[src/rtl/tgp_pkg.sv]
// constants, types and register map of the gate protection block
// What this block does; R14 is left to the controller
// both inputs high turns phase off, no flag
// shutdown low forces all off after delay
// shutdown latch holds until all inputs low
// floating shutdown pin never trips shutdown
// overcurrent turns outputs off after delay, flags
// overcurrent latch released by all inputs low
// logic undervoltage turns all outputs off
// logic undervoltage clears itself, no release sequence
// logic undervoltage asserts fault flag
// bootstrap undervoltage blocks high side only, no flag
// bootstrap recovery restores high side directly
// thermal trip turns all off and flags
// thermal trip clears itself with hysteresis
// controller drives inputs after supply is stable
// fault flag is open drain, on when abnormal
// overcurrent delay typically 2 us, 3 us max
// shutdown input active low, no hysteresis
// trips enter synchronised, delays counted in cycles
package tgp_pkg;
   // clock period in picoseconds
   localparam int CLK_PERIOD_PS = 4000;
   // shutdown delay in nanoseconds
   localparam int SD_DELAY_NS = 2000;
   // overcurrent delay typical and max in nanoseconds
   localparam int OC_DELAY_NS = 2000;
   localparam int OC_DELAY_MAX_NS = 3000;
   // delay counts in cycles, at least one
   localparam int SD_DELAY_CYC = (SD_DELAY_NS * 1000) / CLK_PERIOD_PS;
   localparam int OC_DELAY_CYC = (OC_DELAY_NS * 1000) / CLK_PERIOD_PS;
   // delay counter width
   localparam int DLY_W = 10;
   // register byte offsets
   localparam logic [7:0] REG_CTRL = 8'h00;
   localparam logic [7:0] REG_STATUS = 8'h04;
   localparam logic [7:0] REG_INPUTS = 8'h08;
   localparam logic [7:0] REG_OUTPUTS = 8'h0C;
   // control field positions
   localparam int CTRL_ENABLE_BIT = 0;
   localparam int CTRL_SOFT_SD_BIT = 1;
   // control reset value
   localparam logic [1:0] CTRL_RESET = 2'h1;
   // status field positions
   localparam int ST_SD_LATCH = 0;
   localparam int ST_OC_LATCH = 1;
   localparam int ST_LOGIC_UV = 2;
   localparam int ST_BOOT_UV = 3;
   localparam int ST_THERMAL = 4;
   localparam int ST_SHOOT = 5;
   localparam int ST_FAULT = 6;
   // axi response codes
   localparam logic [1:0] RESP_OKAY = 2'h0;
   localparam logic [1:0] RESP_SLVERR = 2'h2;
   // latch state of a latched trip
   typedef enum logic [1:0] {TGP_IDLE, TGP_WAIT, TGP_TRIP} tgp_trip_t;
endpackage

[src/rtl/tgp_gate_protect.sv]
// gate drive protection top with axi4-lite registers
//
// Chosen here: the register addresses and the AXI4-Lite interface to the registers.
`timescale 1ns/1ps
`default_nettype none
module tgp_gate_protect (
   input wire logic aclk,
   input wire logic aresetn,
   // phase inputs from controller
   input wire logic high_u_in,
   input wire logic high_v_in,
   input wire logic high_w_in,
   input wire logic low_u_in,
   input wire logic low_v_in,
   input wire logic low_w_in,
   // external shutdown and its presence
   input wire logic ext_shutdown_n,
   input wire logic ext_shutdown_conn,
   // comparator trips
   input wire logic current_sense_trip,
   input wire logic logic_supply_uv,
   input wire logic bootstrap_uv,
   input wire logic thermal_trip,
   // switch enables
   output logic gate_high_u,
   output logic gate_high_v,
   output logic gate_high_w,
   output logic gate_low_u,
   output logic gate_low_v,
   output logic gate_low_w,
   // open drain fault flag
   output logic fault_flag_o,
   output logic fault_flag_oe,
   // axi4-lite slave
   input wire logic [7:0] s_axi_awaddr,
   input wire logic s_axi_awvalid,
   output logic s_axi_awready,
   input wire logic [31:0] s_axi_wdata,
   input wire logic [3:0] s_axi_wstrb,
   input wire logic s_axi_wvalid,
   output logic s_axi_wready,
   output logic [1:0] s_axi_bresp,
   output logic s_axi_bvalid,
   input wire logic s_axi_bready,
   input wire logic [7:0] s_axi_araddr,
   input wire logic s_axi_arvalid,
   output logic s_axi_arready,
   output logic [31:0] s_axi_rdata,
   output logic [1:0] s_axi_rresp,
   output logic s_axi_rvalid,
   input wire logic s_axi_rready
);
   ////////////////////////////////////////////////////////////////////////
   // input synchronisers
   ////////////////////////////////////////////////////////////////////////
   localparam int NSYNC = 12;
   // first and second stages
   logic [NSYNC-1:0] sync1_q;
   logic [NSYNC-1:0] sync2_q;
   logic [NSYNC-1:0] raw;
   assign raw = {high_u_in, high_v_in, high_w_in, low_u_in, low_v_in, low_w_in,
                 ext_shutdown_n, ext_shutdown_conn, current_sense_trip,
                 logic_supply_uv, bootstrap_uv, thermal_trip};

   // two flops before any logic
   always_ff @(posedge aclk) begin
      if (!aresetn) begin
         sync1_q <= 12'h030;
         sync2_q <= 12'h030;
      end else begin
         sync1_q <= raw;
         sync2_q <= sync1_q;
      end
   end

   // synchronised names
   logic [2:0] hi_s;
   logic [2:0] lo_s;
   logic sd_n_s;
   logic sd_conn_s;
   logic oc_s;
   logic luv_s;
   logic buv_s;
   logic th_s;
   assign hi_s = sync2_q[11:9];
   assign lo_s = sync2_q[8:6];
   assign sd_n_s = sync2_q[5];
   assign sd_conn_s = sync2_q[4];
   assign oc_s = sync2_q[3];
   assign luv_s = sync2_q[2];
   assign buv_s = sync2_q[1];
   assign th_s = sync2_q[0];

   ////////////////////////////////////////////////////////////////////////
   // control register
   ////////////////////////////////////////////////////////////////////////
   logic [1:0] ctrl_q;
   logic [1:0] ctrl_d;
   logic enable;
   logic soft_sd;
   assign enable = ctrl_q[tgp_pkg::CTRL_ENABLE_BIT];
   assign soft_sd = ctrl_q[tgp_pkg::CTRL_SOFT_SD_BIT];

   ////////////////////////////////////////////////////////////////////////
   // protection logic
   ////////////////////////////////////////////////////////////////////////
   logic all_low;
   logic sd_cause;
   logic sd_latch;
   logic oc_latch;
   // all six inputs low releases latched trips
   assign all_low = (hi_s == 3'h0) && (lo_s == 3'h0);
   // open pin reads as not connected, so no trip
   assign sd_cause = (sd_conn_s && !sd_n_s) || soft_sd;

   // shutdown latch with its delay
   tgp_trip_latch #(.DELAY_CYC(tgp_pkg::SD_DELAY_CYC)) u_sd_latch (
      .aclk(aclk),
      .aresetn(aresetn),
      .cause(sd_cause),
      .all_low(all_low),
      .tripped(sd_latch)
   );

   // overcurrent latch with its delay
   tgp_trip_latch #(.DELAY_CYC(tgp_pkg::OC_DELAY_CYC)) u_oc_latch (
      .aclk(aclk),
      .aresetn(aresetn),
      .cause(oc_s),
      .all_low(all_low),
      .tripped(oc_latch)
   );

   // any trip that kills all six outputs
   logic kill_all;
   logic [2:0] shoot;
   logic fault_d;
   logic [2:0] gh_d;
   logic [2:0] gl_d;
   logic [2:0] gh_q;
   logic [2:0] gl_q;
   logic fault_q;

   // gate output decode
   always_comb begin
      // self clearing trips follow their inputs directly
      kill_all = sd_latch || oc_latch || luv_s || th_s || !enable;
      shoot = hi_s & lo_s;
      gh_d = hi_s & ~shoot;
      gl_d = lo_s & ~shoot;
      if (buv_s) begin
         gh_d = 3'h0;
      end
      if (kill_all) begin
         gh_d = 3'h0;
         gl_d = 3'h0;
      end
      // shoot-through and bootstrap do not flag
      fault_d = sd_latch || oc_latch || luv_s || th_s;
   end

   // output registers
   always_ff @(posedge aclk) begin
      if (!aresetn) begin
         gh_q <= 3'h0;
         gl_q <= 3'h0;
         fault_q <= 1'b0;
      end else begin
         gh_q <= gh_d;
         gl_q <= gl_d;
         fault_q <= fault_d;
      end
   end

   assign gate_high_u = gh_q[2];
   assign gate_high_v = gh_q[1];
   assign gate_high_w = gh_q[0];
   assign gate_low_u = gl_q[2];
   assign gate_low_v = gl_q[1];
   assign gate_low_w = gl_q[0];
   // open drain: pulls low while fault active
   assign fault_flag_o = 1'b0;
   assign fault_flag_oe = fault_q;

   ////////////////////////////////////////////////////////////////////////
   // axi4-lite write channel
   ////////////////////////////////////////////////////////////////////////
   logic aw_q;
   logic aw_d;
   logic w_q;
   logic w_d;
   logic [7:0] awaddr_q;
   logic [7:0] awaddr_d;
   logic [31:0] wdata_q;
   logic [31:0] wdata_d;
   logic [3:0] wstrb_q;
   logic [3:0] wstrb_d;
   logic bvalid_d;
   logic bvalid_q;
   logic [1:0] bresp_d;
   logic [1:0] bresp_q;

   // accept address and data in either order
   assign s_axi_awready = !aw_q && !bvalid_q;
   assign s_axi_wready = !w_q && !bvalid_q;

   // write next state
   always_comb begin
      aw_d = aw_q;
      w_d = w_q;
      awaddr_d = awaddr_q;
      wdata_d = wdata_q;
      wstrb_d = wstrb_q;
      bvalid_d = bvalid_q;
      bresp_d = bresp_q;
      ctrl_d = ctrl_q;
      if (s_axi_awvalid && s_axi_awready) begin
         aw_d = 1'b1;
         awaddr_d = s_axi_awaddr;
      end
      if (s_axi_wvalid && s_axi_wready) begin
         w_d = 1'b1;
         wdata_d = s_axi_wdata;
         wstrb_d = s_axi_wstrb;
      end
      // both held: perform write and respond
      if (aw_q && w_q) begin
         aw_d = 1'b0;
         w_d = 1'b0;
         bvalid_d = 1'b1;
         bresp_d = tgp_pkg::RESP_OKAY;
         if (awaddr_q[7:2] == tgp_pkg::REG_CTRL[7:2]) begin
            if (wstrb_q[0]) begin
               ctrl_d = wdata_q[1:0];
            end
         end else if (!decoded(awaddr_q)) begin
            bresp_d = tgp_pkg::RESP_SLVERR;
         end
      end
      if (bvalid_q && s_axi_bready) begin
         bvalid_d = 1'b0;
      end
   end

   // write registers
   always_ff @(posedge aclk) begin
      if (!aresetn) begin
         aw_q <= 1'b0;
         w_q <= 1'b0;
         awaddr_q <= 8'h00;
         wdata_q <= 32'h0000_0000;
         wstrb_q <= 4'h0;
         bvalid_q <= 1'b0;
         bresp_q <= 2'h0;
         ctrl_q <= tgp_pkg::CTRL_RESET;
      end else begin
         aw_q <= aw_d;
         w_q <= w_d;
         awaddr_q <= awaddr_d;
         wdata_q <= wdata_d;
         wstrb_q <= wstrb_d;
         bvalid_q <= bvalid_d;
         bresp_q <= bresp_d;
         ctrl_q <= ctrl_d;
      end
   end

   assign s_axi_bvalid = bvalid_q;
   assign s_axi_bresp = bresp_q;

   ////////////////////////////////////////////////////////////////////////
   // axi4-lite read channel
   ////////////////////////////////////////////////////////////////////////
   // address map decode, shared by both channels
   function automatic logic decoded(input logic [7:0] a);
      decoded = (a[7:2] == tgp_pkg::REG_CTRL[7:2]) || (a[7:2] == tgp_pkg::REG_STATUS[7:2])
         || (a[7:2] == tgp_pkg::REG_INPUTS[7:2]) || (a[7:2] == tgp_pkg::REG_OUTPUTS[7:2]);
   endfunction

   logic rvalid_q;
   logic rvalid_d;
   logic [31:0] rdata_q;
   logic [31:0] rdata_d;
   logic [1:0] rresp_q;
   logic [1:0] rresp_d;
   logic [6:0] status;
   assign status = {fault_q, |shoot, th_s, buv_s, luv_s, oc_latch, sd_latch};
   assign s_axi_arready = !rvalid_q;

   // read next state
   always_comb begin
      rvalid_d = rvalid_q;
      rdata_d = rdata_q;
      rresp_d = rresp_q;
      if (s_axi_arvalid && s_axi_arready) begin
         rvalid_d = 1'b1;
         rresp_d = decoded(s_axi_araddr) ? tgp_pkg::RESP_OKAY : tgp_pkg::RESP_SLVERR;
         rdata_d = 32'h0000_0000;
         if (s_axi_araddr[7:2] == tgp_pkg::REG_CTRL[7:2]) begin
            rdata_d = {30'h0, ctrl_q};
         end else if (s_axi_araddr[7:2] == tgp_pkg::REG_STATUS[7:2]) begin
            rdata_d = {25'h0, status};
         end else if (s_axi_araddr[7:2] == tgp_pkg::REG_INPUTS[7:2]) begin
            rdata_d = {24'h0, sd_n_s, sd_conn_s, hi_s, lo_s};
         end else if (s_axi_araddr[7:2] == tgp_pkg::REG_OUTPUTS[7:2]) begin
            rdata_d = {26'h0, gh_q, gl_q};
         end
      end else if (rvalid_q && s_axi_rready) begin
         rvalid_d = 1'b0;
      end
   end

   // read registers
   always_ff @(posedge aclk) begin
      if (!aresetn) begin
         rvalid_q <= 1'b0;
         rdata_q <= 32'h0000_0000;
         rresp_q <= 2'h0;
      end else begin
         rvalid_q <= rvalid_d;
         rdata_q <= rdata_d;
         rresp_q <= rresp_d;
      end
   end

   assign s_axi_rvalid = rvalid_q;
   assign s_axi_rdata = rdata_q;
   assign s_axi_rresp = rresp_q;
endmodule
`default_nettype wire

[src/rtl/tgp_trip_latch.sv]
// delayed trip latch released by all phase inputs low
`timescale 1ns/1ps
`default_nettype none
module tgp_trip_latch #(
   parameter int DELAY_CYC = 1
) (
   input wire logic aclk,
   input wire logic aresetn,
   input wire logic cause,
   input wire logic all_low,
   output logic tripped
);
   // state and delay counter
   tgp_pkg::tgp_trip_t st_q;
   tgp_pkg::tgp_trip_t st_d;
   logic [tgp_pkg::DLY_W-1:0] cnt_q;
   logic [tgp_pkg::DLY_W-1:0] cnt_d;
   localparam logic [tgp_pkg::DLY_W-1:0] LAST = tgp_pkg::DLY_W'(DELAY_CYC - 1);

   // next state: wait the delay, then hold until all inputs low
   always_comb begin
      st_d = st_q;
      cnt_d = cnt_q;
      unique case (st_q)
         tgp_pkg::TGP_IDLE: begin
            cnt_d = '0;
            if (cause) begin
               st_d = tgp_pkg::TGP_WAIT;
            end
         end
         tgp_pkg::TGP_WAIT: begin
            // delay runs on once the cause has been seen
            if (cnt_q >= LAST) begin
               st_d = tgp_pkg::TGP_TRIP;
            end else begin
               cnt_d = cnt_q + 1'b1;
            end
         end
         tgp_pkg::TGP_TRIP: begin
            // release only by all-low with cause gone
            if (all_low && !cause) begin
               st_d = tgp_pkg::TGP_IDLE;
            end
         end
         // unused code falls back to idle
         default: begin
            st_d = tgp_pkg::TGP_IDLE;
         end
      endcase
   end

   // state registers
   always_ff @(posedge aclk) begin
      if (!aresetn) begin
         st_q <= tgp_pkg::TGP_IDLE;
         cnt_q <= '0;
      end else begin
         st_q <= st_d;
         cnt_q <= cnt_d;
      end
   end

   // tripped is the latched state
   assign tripped = (st_q == tgp_pkg::TGP_TRIP);
endmodule
`default_nettype wire

[config.mk]
export PLATFORM = sky130hd
export DESIGN_NAME = tgp_gate_protect
export DESIGN_NICKNAME = d
export VERILOG_FILES = /design/src/rtl/tgp_pkg.sv /design/src/rtl/tgp_gate_protect.sv /design/src/rtl/tgp_trip_latch.sv
export SDC_FILE = /design/constraint.sdc
export NUM_CORES = 1
export LEC_CHECK = 0
export BUFFER_PORTS_ARGS = -buffer_cell sky130_fd_sc_hd__buf_2
export CAP_MARGIN = 10
export CORE_MARGIN = 2
export CORE_UTILIZATION = 35
export CTS_CLUSTER_DIAMETER = 150
export DETAILED_ROUTE_END_ITERATION = 8
export GPL_ROUTABILITY_DRIVEN = 0
export PLACE_DENSITY = 0.58
export SYNTH_ARGS = -nofsm -noshare
export SYNTH_HDL_FRONTEND = slang
export SYNTH_SLANG_ARGS = --single-unit
[constraint.sdc]
create_clock -name aclk -period 1.6 [get_ports aclk]
set_input_delay 0.24 -clock aclk [delete_from_list [all_inputs] [get_ports aclk]]
set_output_delay 0.24 -clock aclk [all_outputs]
set_load 0.05 [all_outputs]
-- Word level (Yosys, flattened, before mapping)
Cells that the tools add are included.
- register bits after elaboration: 108
- input bits: 71
- output and inout port bits: 49
- logic and storage cells: 118
- add/sub/neg operators: 2
- order comparisons: 2
- equality and inequality tests: 18
- mux-type cells: 21
- bitwise logic cells: 5
- reduce and logical (&&, ||, !) cells: 50
- operators by type and width (operator ; count):
    $pmux 10 s2 ; 2
    $eq 6x2->1 const B ; 4
    $mux 8 ; 3
    $add 10x1->10 const B ; 2
    $ge 10x9->1 const B ; 2
    $mux 10 ; 2
    $mux 2 ; 9
    $eq 6x1->1 const B ; 2
    $logic_and 1x1->1 ; 12
    $logic_not 6->1 ; 2
    $pmux 2 s3 ; 2
    $logic_or 1x1->1 ; 11
    $ne 2x1->1 const B ; 5
    $and 3x3->3 ; 3
    $reduce_and 3->1 ; 3
    $logic_not 1->1 ; 8
    $logic_not 3->1 ; 2
    $mux 6 ; 1
    $ne 2x2->1 const B ; 3
    $reduce_bool 2->1 ; 3
    $reduce_or 2->1 ; 3
    $reduce_or 3->1 ; 2
    $eq 2x1->1 const B ; 2
    $eq 2x2->1 const B ; 2
    5 further kinds ; 8

-- Depth between registers and ports, before layout
Gate-level depths: netlist (run 1).
- word-level depth: 7
- depth in mapped cells: 6
- mapped depth without buffers: 5

-- By module
A second synthesis (run 1) with hierarchy kept.
- cell total of the unflattened synthesis: 364
- area total of the unflattened synthesis: 3513.4 um2
- modules (own cells, without submodules) (module ; times used ; cells an instance ; area an instance (um2) ; seq. area each (um2)):
    tgp_gate_protect ; 1 ; 226 ; 2262.2 ; 1121.1
    tgp_trip_latch ; 2 ; 69 ; 625.6 ; 240.2

-- Worst setup path before layout (run 1)
OpenSTA, ideal clock, no wires.
- kind: register to register
- from: reg bvalid_q (netlist: s_axi_bvalid)
- to: reg awaddr_q[2]
- data arrival time: 2032 ps
- slack: -560 ps
- cell stages (with the launch flop): 6
- clock period less this slack: 2160 ps
- cells stage by stage: dfxtp_1 nor2_1 and2_1 clkbuf_1 mux2i_1 nor2_1
- longest elaborated chain between the ends: 3
- RTL lines (element ; line ; RTL):
    start: declaration ; tgp_gate_protect.sv:199 ; logic bvalid_q;
    start signal: assignment ; tgp_gate_protect.sv:262 ; bvalid_q <= bvalid_d;
    $logic_not 1->1 ; tgp_gate_protect.sv:204 ; assign s_axi_awready = !aw_q && !bvalid_q;
    $logic_and 1x1->1 ; tgp_gate_protect.sv:204 ;
    net s_axi_awready ; tgp_gate_protect.sv:37 ; output logic s_axi_awready,
    $logic_and 1x1->1 ; tgp_gate_protect.sv:217 ; if (s_axi_awvalid && s_axi_awready) begin
    end signal: assignment ; tgp_gate_protect.sv:259 ; awaddr_q <= awaddr_d;
    end: declaration ; tgp_gate_protect.sv:192 ; logic [7:0] awaddr_q;
The timed path passes the listed nets, and every way through them passes these cells.
A chain may end at the register's enable or synchronous reset.

-- Worst setup path after layout (run 1)
- from: reg u_oc_latch.cnt_q[0] (netlist name)
- to: reg u_oc_latch.cnt_q[4] (netlist name)
- longest elaborated chain between the ends: 3
- elaborated cells between the ends (all ways): 6
- RTL lines (element ; line ; RTL):
    start: declaration ; tgp_trip_latch.sv:16 ; logic [tgp_pkg::DLY_W-1:0] cnt_q;
    start signal: assignment ; tgp_trip_latch.sv:59 ; cnt_q <= cnt_d;
    $add 10x1->10 or $ge 10x9->1 (tied branches) ; tgp_trip_latch.sv:36, tgp_trip_latch.sv:33 ;
    $mux 10 or $ne 2x2->1 (tied branches) ; - ;
    $pmux 10 s2 or $reduce_and 2->1 (tied branches) ; - ;
Parallel ways exist; a longest one is shown, timed or not. The select of a mux whose other input is x is not followed.

==> results of run 1 <==
[power by group through the flow]
| stage | clock, mW | combinational [mW] | sequential, mW |
|---|---|---|---|
| 3_5_place_dp | 0 | 0.532 | 2.15 |
| 3_3_place_gp | 0 | 0.528 | 2.14 |
| 4_1_cts | 1.82 | 0.540 | 2.10 |
| 2_1_floorplan | 0 | 0.425 | 2.18 |
| 6_report | 1.78 | 0.544 | 2.10 |
| 5_1_grt | 1.91 | 0.595 | 2.11 |
[path summary, 6_finish.rpt]
| path | from | endpoint | slack (ns) |
|---|---|---|---|
| hold / removal | ext_shutdown_conn | sync1_q[4] | 0.07 |
| setup / recovery | u_oc_latch.cnt_q[0] | u_oc_latch.cnt_q[4] | -0.05 |
| hold reg to reg | sync1_q[5] | sync2_q[5] | 0.42 |
| setup reg to reg | u_oc_latch.cnt_q[0] | u_oc_latch.cnt_q[4] | -0.05 |
[state kept, by name, summed over array words and instances (netlist names), 3 cells and up]
name	flops
s_axi_rdata	8
sync1_q	12
awaddr_q	6
sync2_q	12
u_oc_latch.cnt_q	10
gl_q	3
gh_q	3
u_sd_latch.cnt_q	10
[per-layer routing]
layer | up-vias | track usage, % | wire length (um)
met5 | - | 0 | 0
met4 | 0 | 4.55 | 70
met3 | 9 | 4.17 | 313
met2 | 67 | 22.0 | 3340
met1 | 1275 | 18.3 | 3300
li1 | 1399 | - | -
[cells in the final DEF, fill, tap and decap left out, types with 7 or more instances in the layout]
| cell | synthesis | routed |
|---|---|---|
| sky130_fd_sc_hd__nor2_1 | 33 | 31 |
| sky130_fd_sc_hd__nand2_1 | 23 | 23 |
| sky130_fd_sc_hd__dfxtp_1 | 80 | 72 |
| sky130_fd_sc_hd__buf_4 | 27 | 37 |
| sky130_fd_sc_hd__and2_1 | 30 | 30 |
| sky130_fd_sc_hd__dfxtp_2 | 0 | 8 |
| sky130_fd_sc_hd__inv_1 | 8 | 8 |
| sky130_fd_sc_hd__conb_1 | 1 | 27 |
| sky130_fd_sc_hd__nand2b_1 | 9 | 9 |
| sky130_fd_sc_hd__mux2i_1 | 18 | 18 |
| sky130_fd_sc_hd__nand3_1 | 7 | 7 |
| sky130_fd_sc_hd__clkbuf_8 | 4 | 9 |
| sky130_fd_sc_hd__a21oi_1 | 22 | 22 |
| sky130_fd_sc_hd__buf_2 | 0 | 55 |
[cell type report]
| class | instances | area [um2] | share of cell area [%] |
|---|---|---|---|
| clock buffers | 9 | 124 | 2.84 |
| clock inverters | 6 | 116 | 2.67 |
| inverters | 8 | 30.0 | 0.689 |
| flip-flops and latches | 80 | 1610 | 37.0 |
| well taps | 133 | 166 | 3.82 |
| repair buffers | 94 | 576 | 13.2 |
| multi-input cells | 262 | 1730 | 39.8 |
[timing repair]
item / CTS / global route
pin swaps: 1 / 6
gates resized for setup: 14 / 17
buffers inserted: 0 / 3
endpoints found under the setup margin: 11 / 14
gates cloned: 0 / 0
[Yosys cell counts (4+ instances only)]
master	instances
sky130_fd_sc_hd__dfxtp_1	80
sky130_fd_sc_hd__nor2_1	33
sky130_fd_sc_hd__and2_1	30
sky130_fd_sc_hd__buf_4	27
sky130_fd_sc_hd__nand2_1	23
sky130_fd_sc_hd__a21oi_1	22
sky130_fd_sc_hd__mux2i_1	18
sky130_fd_sc_hd__clkbuf_1	14
sky130_fd_sc_hd__nand2b_1	9
sky130_fd_sc_hd__inv_1	8
sky130_fd_sc_hd__o21ai_0	8
sky130_fd_sc_hd__nand3_1	7
sky130_fd_sc_hd__nor3b_1	7
sky130_fd_sc_hd__a2111oi_0	5
sky130_fd_sc_hd__nand4_1	5
sky130_fd_sc_hd__clkbuf_8	4
sky130_fd_sc_hd__nand3b_1	4
sky130_fd_sc_hd__nor2b_1	4
sky130_fd_sc_hd__o31ai_1	4
sky130_fd_sc_hd__or3_1	4
[cell families after synthesis]
| group | share of synthesized area, % |
|---|---|
| buffers and inverters | 10.2 |
| xor gates and xnor gates | 0.507 |
| adders and majority gates | 0.724 |
| muxes | 5.87 |
| AOI/OAI and AO/OA | 13.4 |
| other | 0.109 |
| and+or+nand+nor | 22.9 |
| DFF | 46.4 |
[through the flow]
stage                     cell area [um2]  utilization (%)
after floorplan                      3590                -
after global placement               3980             41.1
after detailed placement             3980             41.1
after CTS                            4270             44.1
after global routing                 4360             45.0
final                                4360             45.0
==> flow_metrics.tcl, run 1 <==
set metrics [dict create \
    detail_route.wl_per_cell_um 11.9 \
    synth_seq_area_share_pct 46.4 \
    cellPowerDensity_nw_per_um2 1010 \
    seq_power_share_pct 47.5 \
    end_kind "flop" \
    finalPower_mw 4.42 \
    cellInternalPower_mw 3.27 \
    grt_pass1_vias 2569 \
    dp.cells 574 \
    critPathTopFamily "compound AO/OA/AOI/OAI gates" \
    power.clock.fraction_pct 40.2 \
    routed_via_count 2750 \
    finalNetCount 528 \
    syn_area_per_cell_um2 9.34 \
    timing.critical_path.depth 5 \
    gr-usage-all-layers_pct 13.9 \
    min_period_ns 1.65 \
    grt_setup_unrepaired "true" \
    post_synth_inst_count 370 \
    layout_worst_path_cycle_share_pct 103 \
    total_switching_power_mw 1.15 \
    cells_traversed_along_the_worst_timing_path "ha_4, o311a_4, a21o_1, or3_4, o31ai_2" \
    netlist_cell_types 53 \
    cts_inserted_buffers 9 \
    clock.fmax_mhz 605 \
    worstPathArrival_ns 1.92 \
    hold_depth 2 \
    final_antenna_net_count 0 \
    layoutNonFillerInstCount 592 \
    post_synth_instance_area_um2 3450 \
    status "complete, but fails checks" \
    placementRows 36 \
    postSynth.topFlopCell "sky130_fd_sc_hd__dfxtp_1" \
    synthesis.yosys.warnings 0 \
    cts_max_path_buffers 2 \
    antenna_violations_before_repair 0 \
    final-hold-violation-count 0 \
    drt_first_pass_iters 4 \
    max-cap-violations 0 \
    layout_setup_ws_ns -0.0532 \
    switching_share_pct 26.0 \
    post_synth_main_area_contributors "sky130_fd_sc_hd__dfxtp_1 (46%), sky130_fd_sc_hd__buf_4 (5.9%), sky130_fd_sc_hd__and2_1 (5.4%), sky130_fd_sc_hd__mux2i_1 (5.2%), sky130_fd_sc_hd__nor2_1 (3.6%)" \
    dp_hpwl_mm 5.07 \
    grt_start_max_net_pins 23 \
    core-area_um2 9680 \
    critical_path_buf_inv_count 0 \
    worst_setup_slack_post_dpl_ns -0.256 \
    critPathMaxStageDelay_ns 0.40 \
    floorplan.die_area_um2 10700 \
    drive_gt1_share_pct 31.6 \
    insertion_delay_ns 0.34 \
    synthToLayoutAreaGrowth_pct 26.1 \
    clock_pin_transition_on_the_worst_setup_and_hold_timing_paths_ns 0.08 \
    cts-hold-fix-buffers 0 \
    start_util_pct 35.7 \
    antenna_cells_inserted 0 \
    crit_type "reg2reg" \
    violations "setup timing" \
    root_buffer "sky130_fd_sc_hd__clkbuf_8" \
    yosysTopAreaCell "sky130_fd_sc_hd__dfxtp_1" \
    final-setup-viol-count 1 \
    critPathSlowestCell "sky130_fd_sc_hd__or3_4" \
    floorplan.die.width_um 103 \
    wl_mm 7.03 \
    synth-edff-count 0 \
    required_worst_endpoint_ns 1.87 \
    io_pins 120 \
    first_iter_violations 109 \
    irDropWorstVdd_uv 767 \
    global_route_wire_length_before_repair_mm 11.8 \
    grt_overflow 0 \
    number_of_pins_exceeding_their_max_slew_limit_in_the_final_report 0 \
    worst_hold_path_type "in2reg" \
    synth_seq_cells 80 \
    crit_fanout 3 \
    r2r.worst_path.cells 5 \
    num-fill-cells 967 \
    critical_path.startpoint_type "flop" \
    fin_skew_ns 0.00613 \
    clock_sink_count 80 \
    clock_tree.htree_level_count 3 \
    drc_errors 0 \
    static-leakage-power_nw 1.84 \
    power_frac_comb_pct 12.3 \
    portBuffers 55 \
    fin_worst_hold_slack_ns 0.0720 \
    tritoncts "yes" \
    routed_via_density 4.65 \
    asyncSetResetFlopFracSynth_pct 0 \
    die-height_um 103 \
    yosys.area.top_type_share_pct 46.4 \
    setup-tns-final_ns -0.0532 \
]
Power figures use the tool's default switching activity.
==> run 2: changes to the inputs <==
--- a/config.mk
+++ b/config.mk
@@ -12,7 +12,8 @@
 export CTS_CLUSTER_DIAMETER = 150
 export DETAILED_ROUTE_END_ITERATION = 8
 export GPL_ROUTABILITY_DRIVEN = 0
-export PLACE_DENSITY = 0.58
+export PLACE_DENSITY = 0.57
 export SYNTH_ARGS = -nofsm -noshare
 export SYNTH_HDL_FRONTEND = slang
+export SYNTH_HIERARCHICAL = 1
 export SYNTH_SLANG_ARGS = --single-unit
==> flow_metrics.tcl, run 2 <==
set metrics [dict create \
    core-area_um2 9770 \
    floorplan.die_area_um2 10900 \
    dp.cells 556 \
    grt_setup_unrepaired "false" \
    yosysTopAreaCell "sky130_fd_sc_hd__dfxtp_1" \
    worst_hold_path_type "in2reg" \
    synth.most_common_cell "sky130_fd_sc_hd__dfxtp_1" \
    fin_worst_hold_slack_ns 0.0851 \
    worst_setup_slack_post_dpl_ns 0.0907 \
    io_pins 120 \
    dp_hpwl_mm 5.18 \
    r2r.worst_path.cells 5 \
    max-cap-violations 0 \
    netlist_cell_types 53 \
    detail_route.wl_per_cell_um 12.2 \
    critical_path.startpoint_type "flop" \
    layoutNonFillerInstCount 572 \
    drc_errors 0 \
    postSynth.topFlopCell "sky130_fd_sc_hd__dfxtp_1" \
    routed_via_count 2677 \
    fraction_of_the_core_area_covered_by_cells_at_the_end_of_the_flow_pct 42.0 \
    drive_gt1_share_pct 24.4 \
    clock_sink_count 80 \
    layout_worst_path_cycle_share_pct 92.1 \
    synth_seq_area_share_pct 45.6 \
    drt_first_pass_iters 4 \
    synth-edff-count 0 \
    worstPathArrival_ns 1.71 \
    mostFrequentLayoutCell "sky130_fd_sc_hd__dfxtp_1" \
    critPathTopFamily "simple AND/OR/NAND/NOR gates" \
    end_kind "flop" \
    cts_max_path_buffers 2 \
    grt_overflow 0 \
    wl_mm 6.97 \
    irDropWorstVdd_uv 416 \
    required_worst_endpoint_ns 1.83 \
    reg2reg_slack_ns 0.13 \
    floorplan.die.width_um 104 \
    crit_type "reg2reg" \
    cells_traversed_along_the_worst_timing_path "nor2b_1, nor4_1, nand3_1, buf_4, nor4b_1" \
    post_synth_main_area_contributors "sky130_fd_sc_hd__dfxtp_1 (46%), sky130_fd_sc_hd__buf_4 (5.8%), sky130_fd_sc_hd__and2_1 (4.3%), sky130_fd_sc_hd__mux2i_1 (3.7%), sky130_fd_sc_hd__nor2_1 (3.5%)" \
    antenna_violations_before_repair 0 \
    synthToLayoutAreaGrowth_pct 16.8 \
    antenna_cells_inserted 0 \
    synth_seq_cells 80 \
    crit_fanout 6 \
    routed_via_density 4.68 \
    placed_cell_area_um2 3920 \
    start_util_pct 35.9 \
    hold_depth 2 \
    static-leakage-power_nw 1.70 \
    portBuffers 55 \
    layout.cell_area.non_filler_um2 4100 \
    fin_skew_ns 0.00918 \
    critPathMaxStageDelay_ns 0.32 \
    ys_top_cells_by_count "sky130_fd_sc_hd__dfxtp_1 (80), sky130_fd_sc_hd__nor2_1 (33), sky130_fd_sc_hd__buf_4 (27)" \
    most-common-layout-cells "sky130_fd_sc_hd__dfxtp_1 (80), sky130_fd_sc_hd__buf_2 (55), sky130_fd_sc_hd__nor2_1 (33)" \
    layout_setup_ws_ns 0.127 \
    yosys.area.top_type_share_pct 45.6 \
    setup-tns-final_ns 0 \
    grt_pass1_vias 2689 \
    gr-usage-all-layers_pct 13.6 \
    global_route_wire_length_before_repair_mm 12.2 \
    final_antenna_net_count 0 \
    critPathSlowestCell "sky130_fd_sc_hd__nor4_1" \
    clock_pin_transition_on_the_worst_setup_and_hold_timing_paths_ns 0.08 \
    status "complete, no violations" \
    synthesis.yosys.warnings 6 \
    number_of_pins_exceeding_their_max_slew_limit_in_the_final_report 0 \
    syn_area_per_cell_um2 9.65 \
    cts_inserted_buffers 9 \
    critical_path_buf_inv_count 1 \
    placementRows 36 \
    min_period_ns 1.47 \
    asyncSetResetFlopFracSynth_pct 0 \
    clock.fmax_mhz 679 \
    tritoncts "yes" \
    biggestRegsByFlops "sync1_q x12, sync2_q x12" \
    first_iter_violations 114 \
    cellPowerDensity_nw_per_um2 952 \
    insertion_delay_ns 0.34 \
    finalNetCount 508 \
    die-height_um 104 \
    final-setup-viol-count 0 \
    clock_tree.htree_level_count 3 \
    finalPower_mw 3.91 \
    post_synth_instance_area_um2 3510 \
    grt_start_max_net_pins 26 \
    post_synth_inst_count 364 \
    root_buffer "sky130_fd_sc_hd__clkbuf_8" \
    timing.critical_path.depth 5 \
    final-hold-violation-count 0 \
]
[run 2: changes by cell type in the layout (fill, tap and decap cells not counted), sizes merged, moves of 5 or more]
| cell | previous run | this run |
|---|---|---|
| a2111oi | 5 | 0 |
| a21boi | 0 | 6 |
| a21oi | 22 | 8 |
| and2 | 30 | 24 |
| buf | 94 | 71 |
| mux2i | 18 | 13 |
| nand3 | 7 | 13 |
| nor3 | 3 | 12 |
[run 2: repair_timing]
action,4_1_cts,5_1_grt
setup endpoints to repair,0,4
hold endpoints to repair,0,0
hold buffers,0,0
gates resized for setup,0,1
buffers inserted,0,1
[run 2: report_power, final]
group | total [mW] | switching [mW] | leakage (nW) | internal [mW]
clock | 1.30 | 0.733 | 0.0817 | 0.563
sequential | 2.09 | 0.0409 | 0.653 | 2.05
combinational | 0.515 | 0.359 | 0.964 | 0.156
total | 3.91 | 1.13 | 1.70 | 2.77
[run 2: final timing paths]
kind,start,to
hold reg to reg,sync1_q[5],sync2_q[5]
setup / recovery,u_oc_latch/st_q[1],gh_q[1]
setup reg to reg,u_oc_latch/st_q[1],gh_q[1]
hold / removal,ext_shutdown_conn,sync1_q[4]
[run 2: logic make-up after synthesis]
kind of cell | after synthesis | share of synthesized area (%)
flops | 80 | 45.6
xor+xnor | 4 | 0.997
buf+inv | 48 | 8.12
compound gates | 57 | 12.3
other cells | 1 | 0.107
simple gates | 156 | 26.9
mux | 16 | 5.31
fa+ha+maj | 2 | 0.712
[run 2: cell type report]
type                            count  area [um2]
Clock buffer                        9         124
Clock inverter                      6        46.3
Fill cell                        1007        5670
Inverter                           11        41.3
Multi-Input combinational cell    262        1730
Sequential cell                    80        1600
Tap cell                          133         166
Timing Repair Buffer               71         395
[run 2: routing by layer]
| metal | vias up | GRT usage, % | part of all wire (%) |
|---|---|---|---|
| met5 | - | 0 | 0 |
| met4 | 0 | 5.60 | 1.1 |
| met3 | 7 | 3.13 | 5.5 |
| met2 | 84 | 22.0 | 45 |
| met1 | 1224 | 17.6 | 48 |
| li1 | 1362 | - | - |
==> run 3: changes to the inputs <==
--- a/config.mk
+++ b/config.mk
@@ -7,12 +7,14 @@
 export LEC_CHECK = 0
 export BUFFER_PORTS_ARGS = -buffer_cell sky130_fd_sc_hd__buf_2
 export CAP_MARGIN = 10
+export CELL_PAD_IN_SITES_DETAIL_PLACEMENT = 1
+export CELL_PAD_IN_SITES_GLOBAL_PLACEMENT = 2
 export CORE_MARGIN = 2
-export CORE_UTILIZATION = 35
+export CORE_UTILIZATION = 27
 export CTS_CLUSTER_DIAMETER = 150
 export DETAILED_ROUTE_END_ITERATION = 8
 export GPL_ROUTABILITY_DRIVEN = 0
-export PLACE_DENSITY = 0.57
+export PLACE_DENSITY = 0.73
 export SYNTH_ARGS = -nofsm -noshare
 export SYNTH_HDL_FRONTEND = slang
 export SYNTH_HIERARCHICAL = 1
==> constraint.sdc (replaced) <==
create_clock -name aclk -period 1.6 [get_ports aclk]
set_input_delay 0.32 -clock aclk [delete_from_list [all_inputs] [get_ports aclk]]
set_output_delay 0.32 -clock aclk [all_outputs]
set_load 0.05 [all_outputs]
==> flow_metrics.tcl, run 3 (synthesis results as in run 2) <==
set metrics [dict create \
    clock_tree.htree_level_count 3 \
    fraction_of_the_core_area_covered_by_cells_at_the_end_of_the_flow_pct 33.6 \
    static-leakage-power_nw 1.74 \
    clock.fmax_mhz 679 \
    antenna_cells_inserted 0 \
    routed_via_count 2759 \
    placementRows 41 \
    grt_overflow 0 \
    tritoncts "yes" \
    cellPowerDensity_nw_per_um2 1050 \
    cts_inserted_buffers 9 \
    core-area_um2 12700 \
    cts-hold-fix-buffers 0 \
    number_of_pins_exceeding_their_max_slew_limit_in_the_final_report 0 \
    required_worst_endpoint_ns 1.87 \
    post_cts.resized_instances 0 \
    fin_skew_ns 0.00941 \
    crit_type "reg2reg" \
    root_buffer "sky130_fd_sc_hd__clkbuf_16" \
    antenna_violations_before_repair 1 \
    insertion_delay_ns 0.34 \
    global_route_wire_length_before_repair_mm 13.4 \
    hold_depth 2 \
    critPathTopFamily "simple AND/OR/NAND/NOR gates" \
    cells_traversed_along_the_worst_timing_path "or4_4, nor4_4, mux2i_1" \
    portBuffers 55 \
    floorplan.die_area_um2 13900 \
    grt_start_max_net_pins 29 \
    cts_max_path_buffers 2 \
    critical_path.startpoint_type "flop" \
    layoutNonFillerInstCount 610 \
    global_route.usage.met3_pct 3.49 \
    critPathMaxStageDelay_ns 0.56 \
    worstPathArrival_ns 1.74 \
    synthToLayoutAreaGrowth_pct 21.0 \
    floorplan.die.width_um 118 \
    mostFrequentLayoutCell "sky130_fd_sc_hd__dfxtp_1" \
    setup-tns-final_ns 0 \
    drc_errors 0 \
    final-setup-viol-count 0 \
    final-hold-violation-count 0 \
    clock_pin_transition_on_the_worst_setup_and_hold_timing_paths_ns 0.06 \
    crit_fanout 2 \
    wl_mm 7.95 \
    r2r.worst_path.cells 3 \
    min_period_ns 1.47 \
    worst_hold_path_type "in2reg" \
    io_pins 120 \
    clock_sink_count 80 \
    irDropWorstVdd_uv 568 \
    finalNetCount 507 \
    most-common-layout-cells "sky130_fd_sc_hd__dfxtp_1 (80), sky130_fd_sc_hd__buf_2 (55), sky130_fd_sc_hd__nor2_1 (33)" \
    first_iter_violations 95 \
    drive_gt1_share_pct 24.2 \
    detail_route.wl_per_cell_um 13.0 \
    drt_first_pass_iters 4 \
    max-cap-violations 0 \
    critPathSlowestCell "sky130_fd_sc_hd__or4_4" \
    layout_worst_path_cycle_share_pct 92.0 \
    routed_via_density 4.52 \
    dp_hpwl_mm 5.88 \
    gr-usage-met1_pct 15.2 \
    die-height_um 118 \
    critical_path_buf_inv_count 0 \
    dp.cells 595 \
    grt_most_used_layer "met2" \
    gr-usage-all-layers_pct 12.1 \
    post_cts.repair.setup_buffers 0 \
    end_kind "flop" \
    grt_util_met2_pct 18.8 \
    grt_setup_unrepaired "false" \
    final_antenna_net_count 0 \
    start_util_pct 27.7 \
    biggestRegsByFlops "sync1_q x12, sync2_q x12" \
    grt_pass1_vias 2669 \
    timing.critical_path.depth 3 \
    status "complete, no violations" \
]
[run 3: changes by cell type in the layout (fill, tap and decap cells not counted), sizes merged]
cell,before,now
clkbuf,9,11
clkinvlp,2,0
buf,71,70
[run 3: layout make-up]
class,count,area (um2)
flip-flops and latches,80,1600
repair buffers,70,388
multi-input cells,262,1740
clock inverters,4,31.3
well taps,172,215
inverters,11,41.3
clock buffers,11,233
fillers,1511,8420
[run 3: final timing paths]
path / slack (ns) / endpoint / start
setup reg to reg: 0.13 / ctrl_q[1] / awaddr_q[7]
setup / recovery: 0.13 / ctrl_q[1] / awaddr_q[7]
hold reg to reg: 0.42 / sync2_q[4] / sync1_q[4]
hold / removal: 0.17 / sync1_q[5] / ext_shutdown_n
[run 3: where the power goes]
part | total [mW] | switching [mW] | internal (mW) | leakage (nW)
clock | 1.86 | 0.805 | 1.05 | 0.130
sequential | 2.10 | 0.0445 | 2.06 | 0.653
combinational | 0.518 | 0.362 | 0.155 | 0.961
total | 4.47 | 1.21 | 3.26 | 1.74
[run 3: through the flow]
stage	instance area, um2	hold slack, ns	setup WS (ns)	total power [mW]
finish	4250	0.172	0.127	4.47
global route	4250	0.159	0.00590	4.68
CTS	4230	0.158	0.0681	4.56
detailed placement	3970	0.401	0.0832	2.66
global placement	3970	0.403	0.127	2.65
floorplan	3610	0.386	0.0316	2.58
[run 3: metal layers]
| metal | up-vias | part of all wire [%] |
|---|---|---|
| li1 | 1357 | - |
| met1 | 1322 | 46 |
| met2 | 69 | 46 |
| met3 | 11 | 5.4 |
| met4 | 0 | 1.8 |
| met5 | - | 0 |
